===== src/common/pcl_pkg.sv =====
// constants of the pll control latch logic
package pcl_pkg;
    localparam int unsigned PCL_WORD_W = 24;
    // latch select codes in the two lowest bits
    localparam logic [1:0] PCL_SEL_REF = 2'h0;
    localparam logic [1:0] PCL_SEL_FB = 2'h1;
    localparam logic [1:0] PCL_SEL_FUNC = 2'h2;
    localparam logic [1:0] PCL_SEL_INIT = 2'h3;
    // function and initialization latch fields
    localparam int unsigned PCL_CRST_BIT = 2;
    localparam int unsigned PCL_PD1_BIT = 3;
    localparam int unsigned PCL_MUX_LSB = 4;
    localparam int unsigned PCL_POL_BIT = 7;
    localparam int unsigned PCL_TRI_BIT = 8;
    localparam int unsigned PCL_FLEN_BIT = 9;
    localparam int unsigned PCL_FLMODE_BIT = 10;
    localparam int unsigned PCL_TC_LSB = 11;
    localparam int unsigned PCL_CUR1_LSB = 15;
    localparam int unsigned PCL_CUR2_LSB = 18;
    localparam int unsigned PCL_PD2_BIT = 21;
    // gain bit position inside the feedback counter word
    localparam int unsigned PCL_GAIN_BIT = 21;
    localparam logic [PCL_WORD_W-1:0] PCL_FUNC_RESET = 24'h000000;
    // fastlock timeout in comparison cycles: tc * step + base
    localparam int unsigned PCL_TO_W = 6;
    localparam logic [PCL_TO_W-1:0] PCL_TO_STEP = 6'h04;
    localparam logic [PCL_TO_W-1:0] PCL_TO_BASE = 6'h03;
    localparam logic [PCL_TO_W-1:0] PCL_TO_LAST = 6'h01;
    // pin synchroniser lanes
    localparam int unsigned PCL_PINS = 4;
    localparam int unsigned PCL_PIN_SCLK = 0;
    localparam int unsigned PCL_PIN_DATA = 1;
    localparam int unsigned PCL_PIN_LE = 2;
    localparam int unsigned PCL_PIN_CE = 3;
endpackage


===== src/logic/pcl_serial_rx.sv =====
// pin synchronisers and 24-bit serial input register
`timescale 1ns/1ps
module pcl_serial_rx (
    input wire logic clk,
    input wire logic reset_n,
    input wire logic serial_clock,
    input wire logic serial_in_line,
    input wire logic latch_strobe,
    input wire logic chip_enable,
    output logic [pcl_pkg::PCL_WORD_W-1:0] word_out,
    output logic word_strobe,
    output logic chip_enable_level
);
    import pcl_pkg::*;

    logic [PCL_PINS-1:0] pin_in;
    logic [PCL_PINS-1:0] s1_reg;
    logic [PCL_PINS-1:0] s2_reg;
    logic [PCL_PINS-1:0] s3_reg;
    logic [PCL_PINS-1:0] filt_reg;
    logic [PCL_PINS-1:0] rise;
    logic [PCL_WORD_W-1:0] shift_reg;
    logic [PCL_WORD_W-1:0] shift_next;

    assign pin_in = {chip_enable, latch_strobe, serial_in_line, serial_clock};

    genvar i;
    generate
        for (i = 0; i < PCL_PINS; i++) begin : g_pin
            // a level counts only once stages two and three agree
            always_ff @(posedge clk or negedge reset_n) begin
                if (!reset_n) begin
                    s1_reg[i] <= 1'b0;
                    s2_reg[i] <= 1'b0;
                    s3_reg[i] <= 1'b0;
                    filt_reg[i] <= 1'b0;
                end else begin
                    s1_reg[i] <= pin_in[i];
                    s2_reg[i] <= s1_reg[i];
                    s3_reg[i] <= s2_reg[i];
                    if (s2_reg[i] == s3_reg[i]) begin
                        filt_reg[i] <= s3_reg[i];
                    end
                end
            end
            assign rise[i] = (s2_reg[i] == s3_reg[i]) && s3_reg[i] && !filt_reg[i];
        end
    endgenerate

    // data settles long before the clock edge, so the filtered level is safe
    assign shift_next = {shift_reg[PCL_WORD_W-2:0], filt_reg[PCL_PIN_DATA]};

    // the input register never looks at power-down state
    always_ff @(posedge clk or negedge reset_n) begin
        if (!reset_n) begin
            shift_reg <= '0;
            word_out <= '0;
            word_strobe <= 1'b0;
        end else begin
            if (rise[PCL_PIN_SCLK]) begin
                shift_reg <= shift_next;
            end
            word_strobe <= rise[PCL_PIN_LE];
            if (rise[PCL_PIN_LE]) begin
                word_out <= shift_reg;
            end
        end
    end

    assign chip_enable_level = filt_reg[PCL_PIN_CE];
endmodule


===== src/logic/pcl_fastlock_timer.sv =====
// fastlock timeout counter clocked by comparison events
`timescale 1ns/1ps
module pcl_fastlock_timer (
    input wire logic clk,
    input wire logic reset_n,
    input wire logic enable,
    input wire logic load,
    input wire logic force_load,
    input wire logic tick,
    input wire logic [3:0] timeout_field,
    output logic expire
);
    import pcl_pkg::*;

    logic [PCL_TO_W-1:0] count_reg;
    logic run_reg;
    logic [PCL_TO_W-1:0] load_value;
    logic last_tick;

    assign load_value = PCL_TO_W'({2'h0, timeout_field} * PCL_TO_STEP + PCL_TO_BASE);
    assign last_tick = run_reg && tick && (count_reg == PCL_TO_LAST);

    always_ff @(posedge clk or negedge reset_n) begin
        if (!reset_n) begin
            count_reg <= '0;
            run_reg <= 1'b0;
            expire <= 1'b0;
        end else begin
            expire <= last_tick && enable && !force_load;
            if (force_load || !enable) begin
                run_reg <= 1'b0;
                count_reg <= load_value;
            end else if (load) begin
                run_reg <= 1'b1;
                count_reg <= load_value;
            end else if (run_reg && tick) begin
                count_reg <= count_reg - PCL_TO_W'(1);
                run_reg <= !last_tick;
            end
        end
    end
endmodule


===== src/logic/pcl_latch_ctrl.sv =====
// control latches, power-down, fastlock and reset pulses of the pll
`timescale 1ns/1ps
// Function
// - code one-zero loads the function latch
// - counter reset bit holds both counters
// - counters leave reset together, aligned
// - chip enable low powers down immediately
// - pd1 with pd2 zero: immediate power-down
// - pd1 with pd2 one: waits pump event
// - power-down holds counters, tri-states, disables buffer
// - input register works during power-down
// - fastlock only when enable bit set
// - mode bit picks fastlock mode
// - gain bit selects secondary pump current
// - mode two timeout clears gain bit
// - timeout counter runs only in mode two
// - two three-bit pump current fields
// - three-state bit floats pump output
// - init word loads latch and pulses reset
// - init pulse triggers armed synchronous power-down
// - first feedback load repeats reset pulse
// - counter reset never starts synchronous power-down
// - 24 serial bits, strobe rise latches
module pcl_latch_ctrl (
    input wire logic clk,
    input wire logic reset_n,
    input wire logic serial_clock,
    input wire logic serial_in_line,
    input wire logic latch_strobe,
    input wire logic chip_enable,
    input wire logic pump_event,
    output logic [pcl_pkg::PCL_WORD_W-1:0] counter_word,
    output logic ref_word_load,
    output logic fb_word_load,
    output logic counters_hold,
    output logic timeout_hold,
    output logic pump_output_en,
    output logic [2:0] pump_current,
    output logic pump_gain_bit,
    output logic fastlock_active,
    output logic detector_polarity_bit,
    output logic [2:0] outmux_select,
    output logic detect_reset,
    output logic ref_buffer_enable,
    output logic powered_down
);
    import pcl_pkg::*;

    logic [PCL_WORD_W-1:0] rx_word;
    logic rx_strobe;
    logic ce_level;
    logic [PCL_WORD_W-1:0] func_reg;
    logic [PCL_WORD_W-1:0] func_next;
    logic init_arm_reg;
    logic init_pulse_reg;
    logic sync_pd_reg;
    logic gain_reg;
    logic gain_next;
    logic timer_expire;

    pcl_serial_rx u_rx (
        .clk(clk),
        .reset_n(reset_n),
        .serial_clock(serial_clock),
        .serial_in_line(serial_in_line),
        .latch_strobe(latch_strobe),
        .chip_enable(chip_enable),
        .word_out(rx_word),
        .word_strobe(rx_strobe),
        .chip_enable_level(ce_level)
    );

    // word decode
    wire [1:0] sel = rx_word[1:0];
    wire ref_load = rx_strobe && (sel == PCL_SEL_REF);
    wire fb_load = rx_strobe && (sel == PCL_SEL_FB);
    wire func_load = rx_strobe && (sel == PCL_SEL_FUNC);
    wire init_load = rx_strobe && (sel == PCL_SEL_INIT);

    // latch fields
    wire counter_reset_bit = func_reg[PCL_CRST_BIT];
    wire powerdown_request_bit = func_reg[PCL_PD1_BIT];
    wire powerdown_sync_select_bit = func_reg[PCL_PD2_BIT];
    wire pump_tri_bit = func_reg[PCL_TRI_BIT];
    wire fastlock_enable_bit = func_reg[PCL_FLEN_BIT];
    wire fastlock_mode_bit = func_reg[PCL_FLMODE_BIT];
    wire [3:0] fastlock_timeout_field = func_reg[PCL_TC_LSB +: 4];
    wire [2:0] primary_current_field = func_reg[PCL_CUR1_LSB +: 3];
    wire [2:0] secondary_current_field = func_reg[PCL_CUR2_LSB +: 3];

    // init and function words share one latch layout
    assign func_next = (func_load || init_load) ? rx_word : func_reg;

    // power-down sources
    wire pin_pd = !ce_level;
    wire async_pd = powerdown_request_bit && !powerdown_sync_select_bit;
    wire sync_armed = powerdown_request_bit && powerdown_sync_select_bit;
    // counter reset is deliberately absent from the trigger
    wire sync_trigger = sync_armed && ce_level && (pump_event || init_pulse_reg);
    wire any_pd = pin_pd || async_pd || sync_pd_reg;

    // fastlock
    wire fl_mode2 = fastlock_enable_bit && fastlock_mode_bit;
    wire gain_write = fb_load;
    wire gain_set = fb_load && rx_word[PCL_GAIN_BIT];
    // a fresh write of one beats a timeout in the same cycle
    assign gain_next = gain_write ? rx_word[PCL_GAIN_BIT] :
        ((timer_expire && fl_mode2) ? 1'b0 : gain_reg);

    wire hold_all = any_pd || counter_reset_bit || init_pulse_reg;

    always_ff @(posedge clk or negedge reset_n) begin
        if (!reset_n) begin
            func_reg <= PCL_FUNC_RESET;
        end else begin
            func_reg <= func_next;
        end
    end

    // reset pulse on init word, repeated once by the next feedback load
    always_ff @(posedge clk or negedge reset_n) begin
        if (!reset_n) begin
            init_arm_reg <= 1'b0;
            init_pulse_reg <= 1'b0;
        end else begin
            init_pulse_reg <= init_load || (fb_load && init_arm_reg);
            if (init_load) begin
                init_arm_reg <= 1'b1;
            end else if (fb_load) begin
                init_arm_reg <= 1'b0;
            end
        end
    end

    always_ff @(posedge clk or negedge reset_n) begin
        if (!reset_n) begin
            sync_pd_reg <= 1'b0;
        end else if (!sync_armed) begin
            sync_pd_reg <= 1'b0;
        end else if (sync_trigger) begin
            sync_pd_reg <= 1'b1;
        end
    end

    always_ff @(posedge clk or negedge reset_n) begin
        if (!reset_n) begin
            gain_reg <= 1'b0;
        end else begin
            gain_reg <= gain_next;
        end
    end

    pcl_fastlock_timer u_timer (
        .clk(clk),
        .reset_n(reset_n),
        .enable(fl_mode2),
        .load(gain_set),
        .force_load(any_pd || init_pulse_reg),
        .tick(pump_event),
        .timeout_field(fastlock_timeout_field),
        .expire(timer_expire)
    );

    // data outputs
    always_ff @(posedge clk or negedge reset_n) begin
        if (!reset_n) begin
            counter_word <= '0;
            ref_word_load <= 1'b0;
            fb_word_load <= 1'b0;
        end else begin
            ref_word_load <= ref_load;
            fb_word_load <= fb_load;
            if (ref_load || fb_load) begin
                counter_word <= rx_word;
            end
        end
    end

    // one shared hold releases both counters on the same edge
    assign counters_hold = hold_all;
    assign timeout_hold = any_pd || init_pulse_reg;
    assign pump_output_en = !(hold_all || pump_tri_bit);
    assign fastlock_active = fastlock_enable_bit && gain_reg;
    assign pump_current = fastlock_active ? secondary_current_field :
        primary_current_field;
    assign pump_gain_bit = gain_reg;
    assign detector_polarity_bit = func_reg[PCL_POL_BIT];
    assign outmux_select = func_reg[PCL_MUX_LSB +: 3];
    assign detect_reset = any_pd;
    // the init pulse leaves the buffer alone to keep phase alignment
    assign ref_buffer_enable = !any_pd;
    assign powered_down = any_pd;
endmodule


===== config.mk =====
export PLATFORM = sky130hd
export DESIGN_NAME = pcl_latch_ctrl
export DESIGN_NICKNAME = d
export VERILOG_FILES = /design/src/common/pcl_pkg.sv /design/src/logic/pcl_serial_rx.sv /design/src/logic/pcl_fastlock_timer.sv /design/src/logic/pcl_latch_ctrl.sv
export SDC_FILE = /design/constraint.sdc
export NUM_CORES = 1
export LEC_CHECK = 0
export ABC_AREA = 1
export BUFFER_PORTS_ARGS = -buffer_cell sky130_fd_sc_hd__buf_2
export CORE_UTILIZATION = 52
export CTS_CLUSTER_DIAMETER = 40
export DETAILED_ROUTE_END_ITERATION = 10
export GPL_ROUTABILITY_DRIVEN = 0
export PLACE_DENSITY = 0.74
export SKIP_CTS_REPAIR_TIMING = 1
export SYNTH_ARGS = -nofsm -noshare
export SYNTH_HDL_FRONTEND = slang
export SYNTH_SLANG_ARGS = --single-unit

===== constraint.sdc =====
create_clock -name clk -period 1.35 [get_ports clk]
set_input_delay 0 -clock clk [delete_from_list [all_inputs] [get_ports clk]]
set_output_delay 0 -clock clk [all_outputs]
set_load 0.01 [all_outputs]

# Yosys cells after proc, flatten, opt, wreduce, memory -nomap -nowiden

Index checks and enable logic that the tools add are counted.

Register bits after elaboration: 125
Input bits: 7
Output and inout bits: 41
Word-level logic and storage cells: 99

Add/sub/neg operators: 2
Equality and inequality tests: 9
Muxes and demuxes: 13
Reduce and logical (&&, ||, !) cells: 45

Operators with widths:

| operator              | count |
|---|---|
| $logic_and A1 B1 Y1   | 21 |
| $mux W6               | 3 |
| $logic_or A1 B1 Y1    | 11 |
| $logic_not A1 Y1      | 9 |
| $mux W1               | 9 |
| $add A6 B2 Y6 const B | 1 |
| $eq A6 B1 Y1 const B  | 1 |
| $sub A6 B1 Y6 const B | 1 |
| $eq A1 B1 Y1          | 4 |
| $eq A2 B2 Y1 const B  | 2 |
| $reduce_bool A2 Y1    | 2 |
| $mux W3               | 1 |
| $reduce_bool A3 Y1    | 1 |
| $eq A2 B1 Y1 const B  | 1 |
| $logic_not A2 Y1      | 1 |
| $ne A2 B1 Y1 const B  | 1 |

# Logic depth before layout (Yosys ltp)

Gate-level depths: netlist of run 1.

Depth after elaboration: 8
Gate-level depth with buffers: 8
Gate-level depth less buffers: 8

# Cells and area by module

From an unflattened synthesis of run 1, not the netlist that was laid out.

Cells, all modules: 527
Area total of the unflattened synthesis: 5134.9 um^2

Modules (own cells, without submodules):

| module             | times used | cells each | area an instance (um^2) | seq. area each (um^2) |
|---|---|---|---|---|
| pcl_serial_rx      | 1          | 242        | 2573.7                  | 1626.6 |
| pcl_latch_ctrl     | 1          | 218        | 2073.2                  | 1251.2 |
| pcl_fastlock_timer | 1          | 67         | 488.0                   | 200.2 |

# Worst setup path after synthesis of run 1

No wires, ideal clock.

Path kind: reg2reg
Start: register u_rx.s3_reg[0]
End: register u_rx.shift_reg[16]
Setup time: 125 ps
Arrival time: 1171 ps
Required time: 1225 ps
Path slack: 54 ps
Stages on the path, launching flop included: 5
Buffers on the path: 1
Period minus slack after synthesis: 1296 ps
Path through: dfrtp_1 > ha_1 > clkbuf_2 > nand2_2 > mux2_2

Longest elaborated chain between the ends: 3

Ends and longest elaborated chain:

| item                                | RTL line            | source |
|---|---|---|
| from (decl)                         | pcl_serial_rx.sv:19 | `logic [PCL_PINS-1:0] s3_reg;` |
| from (signal, indexed assignment)   | pcl_serial_rx.sv:40 | `s3_reg[i] <= s2_reg[i];` |
| $eq A1 B1 Y1                        | pcl_serial_rx.sv:46 | `assign rise[i] = (s2_reg[i] == s3_reg[i]) && s3_reg[i] && !filt_reg[i];` |
| $logic_and A1 B1 Y1 * (2 in series) | pcl_serial_rx.sv:46 |  |
| to (signal assigned)                | pcl_serial_rx.sv:61 | `shift_reg <= shift_next;` |
| to (decl)                           | pcl_serial_rx.sv:22 | `logic [PCL_WORD_W-1:0] shift_reg;` |

Mark *: on every way between the ends. The rest lies on a longest branch, timed or not.
A chain may end at the register's enable or synchronous reset.

# Final worst setup path of run 1

Start: register u_rx.filt_reg[3], in the netlist u_rx.chip_enable_level
End: output port pump_output_en

Longest elaborated chain between the ends: 7

Ends and longest elaborated chain:

| item                              | RTL line              | source |
|---|---|---|
| from (decl)                       | pcl_serial_rx.sv:20   | `logic [PCL_PINS-1:0] filt_reg;` |
| from (signal, indexed assignment) | pcl_serial_rx.sv:42   | `filt_reg[i] <= s3_reg[i];` |
| $logic_not A1 Y1                  | n/a                   |  |
| $logic_or A1 B1 Y1 (2 in series)  | pcl_latch_ctrl.sv:100 | `wire any_pd = pin_pd \|\| async_pd \|\| sync_pd_reg;` |
| $logic_or A1 B1 Y1 (2 in series)  | pcl_latch_ctrl.sv:110 | `wire hold_all = any_pd \|\| counter_reset_bit \|\| init_pulse_reg;` |
| $logic_or A1 B1 Y1                | pcl_latch_ctrl.sv:182 | `assign pump_output_en = !(hold_all \|\| pump_tri_bit);` |
| $logic_not A1 Y1                  | pcl_latch_ctrl.sv:182 |  |
| to (decl)                         | pcl_latch_ctrl.sv:37  | `output logic pump_output_en,` |

No other way between the ends.

==> reports/qor.yml, run 1 <==
fmax_ghz: 0.633
finalHoldViolations: 0
synth_xor_area_share_pct: 0.371
io_buffers: 47
drive_gt1_share_pct: 22.0
fillers: 650
tritoncts: "yes"
via_count: 3465
hp-class: "input pin to flop"
via_per_inst: 5.19
grt_pass1_wl_mm: 15.7
skew_ns: 0.00840
final_cell_mix: "nand2_1, dfrtp_1, o21ai_0"
synthMuxAreaShare_pct: 1.67
syn_area_per_cell_sq_um: 9.95
start_util_pct: 53.9
cp-start-kind: "flop"
ys_seq_area_share_pct: 65.1
nets: 557
grt_max_degree: 46
cp.required_ns: 1.35
final_cells: 667
path_max_fanout: 3
area_growth_pct: 23.8
final_util_pct: 66.7
ctsRootBufferMaster: "clkbuf_8"
synth_adder_area_share_pct: 1.48
cts.clk_slew.worst_paths_ns: 0.06
placed_cell_area_sq_mm: 0.00517
internal_power_uw: 7010
clkPwrFrac_pct: 43.6
syn_area_sq_mm: 0.00472
p_leak_uw: 0.00298
stdcell_area_sq_mm: 0.00585
peakVddDrop_mv: 0.836
post-route-period-util_pct: 117
rsz0062_at_grt: "true"
grt_usage_pct: 21.4
dieArea_sq_mm: 0.00947
layout.cells.most_common: "nand2_1"
placed_cells: 626
crit_arrival_ns: 1.58
synth_top_family_by_area: "simple AND/OR/NAND/NOR gates"
clk-insertion-delay-late_ns: 0.50
pwr-share-comb_pct: 11.4
dp_hpwl_mm: 6.25
p_per_area_mw_per_mm2: 1650
grt-ovfl-total: 0
fp.coreArea_sq_mm: 0.00876
antenna_found_initial: 0
die_h_um: 97.3
syn-num-nets: 486
num_rows: 34
n_antenna_cell: 0
setup_slack_ns: -0.230
p_seq_share_pct: 45.0
synthDistinctLibCells: 27
clockBufferDepth: 2
swShare_pct: 27.2
postRouteAntennaNets: 0
ys_seq_elements: 123
endpoint_kind: "output port"
period_needed_ns: 1.58
drc: 0
tns_ns: -0.472
netlist_instances: 475
ios: 48
p_sw_uw: 2620
slew_viol_final: 0
chipWidth_um: 97.3
synth_compound_area_share_pct: 8.16
drv_cap: 0
yosysWarnings: 0
cts_buffers: 17
slew_headroom_pct: 74.1
cts.htree.levels: 4
synth_simple_gate_area_share_pct: 17.3
wirelength_mm: 9.38
drt_iter0_drc: 167
clock_sinks: 123
max_slew.worst_pin.slew_ns: 0.388
setup_viol_count_final: 4
violations: "setup timing"
drt_first_pass_iters: 4
path_class: "flop to output port"
status: "finished with violations"
grt_pass1_vias: 3306
wl_per_cell_um: 14.1
[cell usage after synthesis, drive strengths merged]
cell	count	share of area [%]
buf	12	1.5
clkbuf	9	0.74
ha	4	1.1
dfrtp	123	65
nand3	27	3.0
nand3b	1	0.16
xnor2	1	0.19
mux2	7	1.7
maj3	2	0.42
nor2	19	2.1
a21oi	7	0.74
xor2	1	0.19
nand2	142	11
clkinv	1	0.079
or2	1	0.13
inv	45	3.6
o21ai	70	7.4
nand4	3	0.40
[worst paths after layout]
kind / depth (start not counted) / startpoint / to / slack, ns
setup reg to reg: 9 / u_rx.chip_enable_level$_DFFE_PN0N_ / u_timer.run_reg$_DFFE_PN0P_ / 0.03
min in group asynchronous: 3 / reset_n / func_reg[18]$_DFFE_PN0P_ / 0.50
hold / removal: 2 / serial_in_line / u_rx.s1_reg[1]$_DFF_PN0_ / 0.14
max in group asynchronous: 4 / reset_n / u_rx.shift_reg[6]$_DFFE_PN0P_ / 0.22
hold reg to reg: 0 / u_rx.s1_reg[0]$_DFF_PN0_ / u_rx.s2_reg[0]$_DFF_PN0_ / 0.35
setup / recovery: 6 / u_rx.chip_enable_level$_DFFE_PN0N_ / pump_output_en / -0.23
[stage by stage]
stage | setup slack [ns] | hold WS, ns | power, uW
5_1_grt | -0.310 | 0.101 | 10100
2_1_floorplan | 0.0544 | -0.296 | 4950
3_5_place_dp | 0.0956 | -0.0553 | 5440
4_1_cts | -0.271 | -0.589 | 9670
3_3_place_gp | 0.141 | -0.0511 | 5390
6_report | -0.230 | 0.141 | 9630
[worst max-delay path: stages, from the launching register on]
cell and delay, ns:
dfrtp_1 0.37, inv_2 0.06, nor2_4 0.13, nand3_2 0.08, or2_1 0.23, nor2_1 0.09
buf_2 0.13
[power groups by stage]
stage	clock network (uW)	registers [uW]	logic (uW)
final	4200	4330	1100
after floorplan	0	4380	569
after global placement	0	4370	1020
after detailed placement	0	4390	1050
after CTS	4280	4330	1070
after global routing	4480	4370	1230
[layer usage]
layer	GRT usage, %	share of wire [%]
met1	28.6	46
met2	34.2	49
met3	6.33	3.4
met4	6.67	1.3
met5	0	0
[kinds of logic (layout without fill, tap and decap cells)]
| group | after synthesis | in the layout |
|---|---|---|
| flip-flops | 123 | 123 |
| buffers and inverters | 67 | 151 |
| AND/OR/NAND/NOR | 193 | 193 |
| multiplexers | 7 | 7 |
| AO/OA/AOI/OAI | 77 | 77 |
| XOR/XNOR | 2 | 2 |
| adder cells (fa/ha/maj) | 6 | 6 |
[layout make-up]
cell class,count,area (sq um),area share (%)
repair buffers,73,513,8.77
flip-flops and latches,123,3080,52.6
well taps,108,135,2.31
multi-input cells,285,1390,23.7
inverters,46,173,2.95
clock buffers,17,414,7.08
clock inverters,15,150,2.57
(Power assumes the default switching activity.)
==> run 2, diff against run 1 <==
Settings changed: CORE_UTILIZATION 52 to 55, PLACE_DENSITY 0.74 to 0.75.
Clock period 1.35 ns to 1.8 ns, I/O delays scaled along.
==> run 2 against run 1 <==
The flow now finishes without violations. Design area shrank 1.5%. First-iteration DRC count is 11% higher. Final cell count fell by 2.1%. Sequential share of layout area rose by 0.79 points. Utilization up 3.0 points. Critical path depth did not move. Sequential power shrank 25%. Clock skew is 0.00070 ns lower. Register-to-register slack improved by 0.37 ns. Clock-buffer cell count is 6 higher. Worst setup slack better by 0.44 ns. Critical endpoint unchanged. Largest power group is now the clock network.
==> reports/qor.yml, run 2 (synthesis gave the netlist of run 1 again) <==
status: "finished clean"
ios: 48  # unchanged
skew_ns: 0.00769  # -0.000705 ns
fillers: 600  # -7.7%
cts.htree.levels: 4  # unchanged
grt_max_degree: 61  # +33%
peakVddDrop_mv: 0.843  # +0.75%
drc: 0  # unchanged
stdcell_area_sq_mm: 0.00576  # -1.5%
postRouteAntennaNets: 0  # unchanged
fmax_ghz: 0.627
cp.required_ns: 1.80  # +0.45 ns
chipWidth_um: 94.7  # -2.7%
num_rows: 33  # -2.9%
p_leak_uw: 0.00295  # -1.0%
cp-start-kind: "flop"
cts_buffers: 17  # unchanged
start_util_pct: 57.2  # +3.3 points
layout.cells.most_common: "nand2_1"
tns_ns: 0  # +0.472 ns
dieArea_sq_mm: 0.00896  # -5.4%
via_count: 3332  # -3.8%
wl_per_cell_um: 13.7  # -2.6%
io_buffers: 47  # unchanged
path_class: "flop to output port"
drv_cap: 0  # unchanged
final_cells: 653  # -2.1%
hold_ws_ns: 0.131  # -0.00953 ns
finalHoldViolations: 0  # unchanged
cts.clk_slew.worst_paths_ns: 0.06  # about the same
dp_hpwl_mm: 5.77  # -7.8%
rsz0062_at_grt: "false"
clock_sinks: 123  # unchanged
final_util_pct: 69.8  # +3.0 points
tritoncts: "yes"
grt_pass1_wl_mm: 15.1  # -4.1%
drive_gt1_share_pct: 18.2  # -3.8 points
grt_usage_pct: 22.7  # +1.3 points
clockBufferDepth: 2  # unchanged
hp-class: "input pin to flop"
die_h_um: 94.7  # -2.7%
endpoint_kind: "output port"
ctsRootBufferMaster: "clkbuf_8"
setup_viol_count_final: 0  # -4
path_max_fanout: 3  # unchanged
max_slew.worst_pin.slew_ns: 0.622  # +0.234 ns
placed_cells: 614  # -1.9%
period_needed_ns: 1.59
fp.coreArea_sq_mm: 0.00826  # -5.8%
final_cell_mix: "nand2_1, dfrtp_1, o21ai_0"
area_growth_pct: 22.0
antenna_found_initial: 0  # unchanged
slew_headroom_pct: 58.5  # -16 points
post-route-period-util_pct: 88.5
n_antenna_cell: 0  # unchanged
slew_viol_final: 0  # unchanged
nets: 547  # -1.8%
grt_pass1_vias: 3194  # -3.4%
drt_first_pass_iters: 5  # +1
crit_arrival_ns: 1.59  # about the same
clk-insertion-delay-late_ns: 0.51  # about the same
via_per_inst: 5.10  # -1.8%
p_per_area_mw_per_mm2: 1310  # -21%
grt-ovfl-total: 0  # unchanged
wirelength_mm: 8.95  # -4.6%
drt_iter0_drc: 186  # +11%
placed_cell_area_sq_mm: 0.00506  # -2.1%
-- run 2: worst paths after layout --
check / slack [ns] / cells after the start / to / start
setup reg to reg: 0.40 / 7 / u_rx.word_out[0]$_DFFE_PN0P_ / u_rx.s3_reg[2]$_DFF_PN0_
hold / removal: 0.13 / 2 / u_rx.s1_reg[0]$_DFF_PN0_ / serial_clock
hold reg to reg: 0.34 / 0 / u_rx.s2_reg[1]$_DFF_PN0_ / u_rx.s1_reg[1]$_DFF_PN0_
setup / recovery: 0.21 / 6 / pump_output_en / u_rx.chip_enable_level$_DFFE_PN0N_
min in group asynchronous: 0.47 / 3 / func_reg[21]$_DFFE_PN0P_ / reset_n
max in group asynchronous: 0.23 / 4 / sync_pd_reg$_DFFE_PN0P_ / reset_n
-- run 2: through the flow --
step / power (uW) / worst slack [ns]
after floorplan: 3710 / 0.504
after global placement: 3990 / 0.470
after detailed placement: 4020 / 0.419
after CTS: 7600 / 0.175
after global routing: 7880 / 0.0412
final: 7540 / 0.206
-- run 2: critical path: stages, from the launching register on --
cell and delay [ns]:
dfrtp_1 0.37, inv_1 0.08, nor2_4 0.10, nand3_2 0.10, or2_1 0.23, nor2_1 0.08, buf_2 0.13
-- run 2: power by group --
group	switching, uW	total (uW)	internal [uW]
logic	480	752	272
clock network	1100	3540	2450
registers	178	3250	3070
total	1760	7540	5790
-- run 2: cell type report --
class / instances / area [sq um] / share of cell area (%)
Clock buffer: 23 / 457 / 7.92
Clock inverter: 8 / 165 / 2.87
Timing Repair Buffer: 63 / 390 / 6.77
Tap cell: 105 / 131 / 2.28
Inverter: 46 / 173 / 3.00
Sequential cell: 123 / 3080 / 53.4
Multi-Input combinational cell: 285 / 1370 / 23.8
-- run 2: routing by layer --
layer | part of all wire (%) | GRT usage (%)
met1 | 46 | 30.0
met2 | 49 | 35.9
met3 | 3.8 | 6.52
met4 | 1.2 | 8.33
met5 | 0 | 0
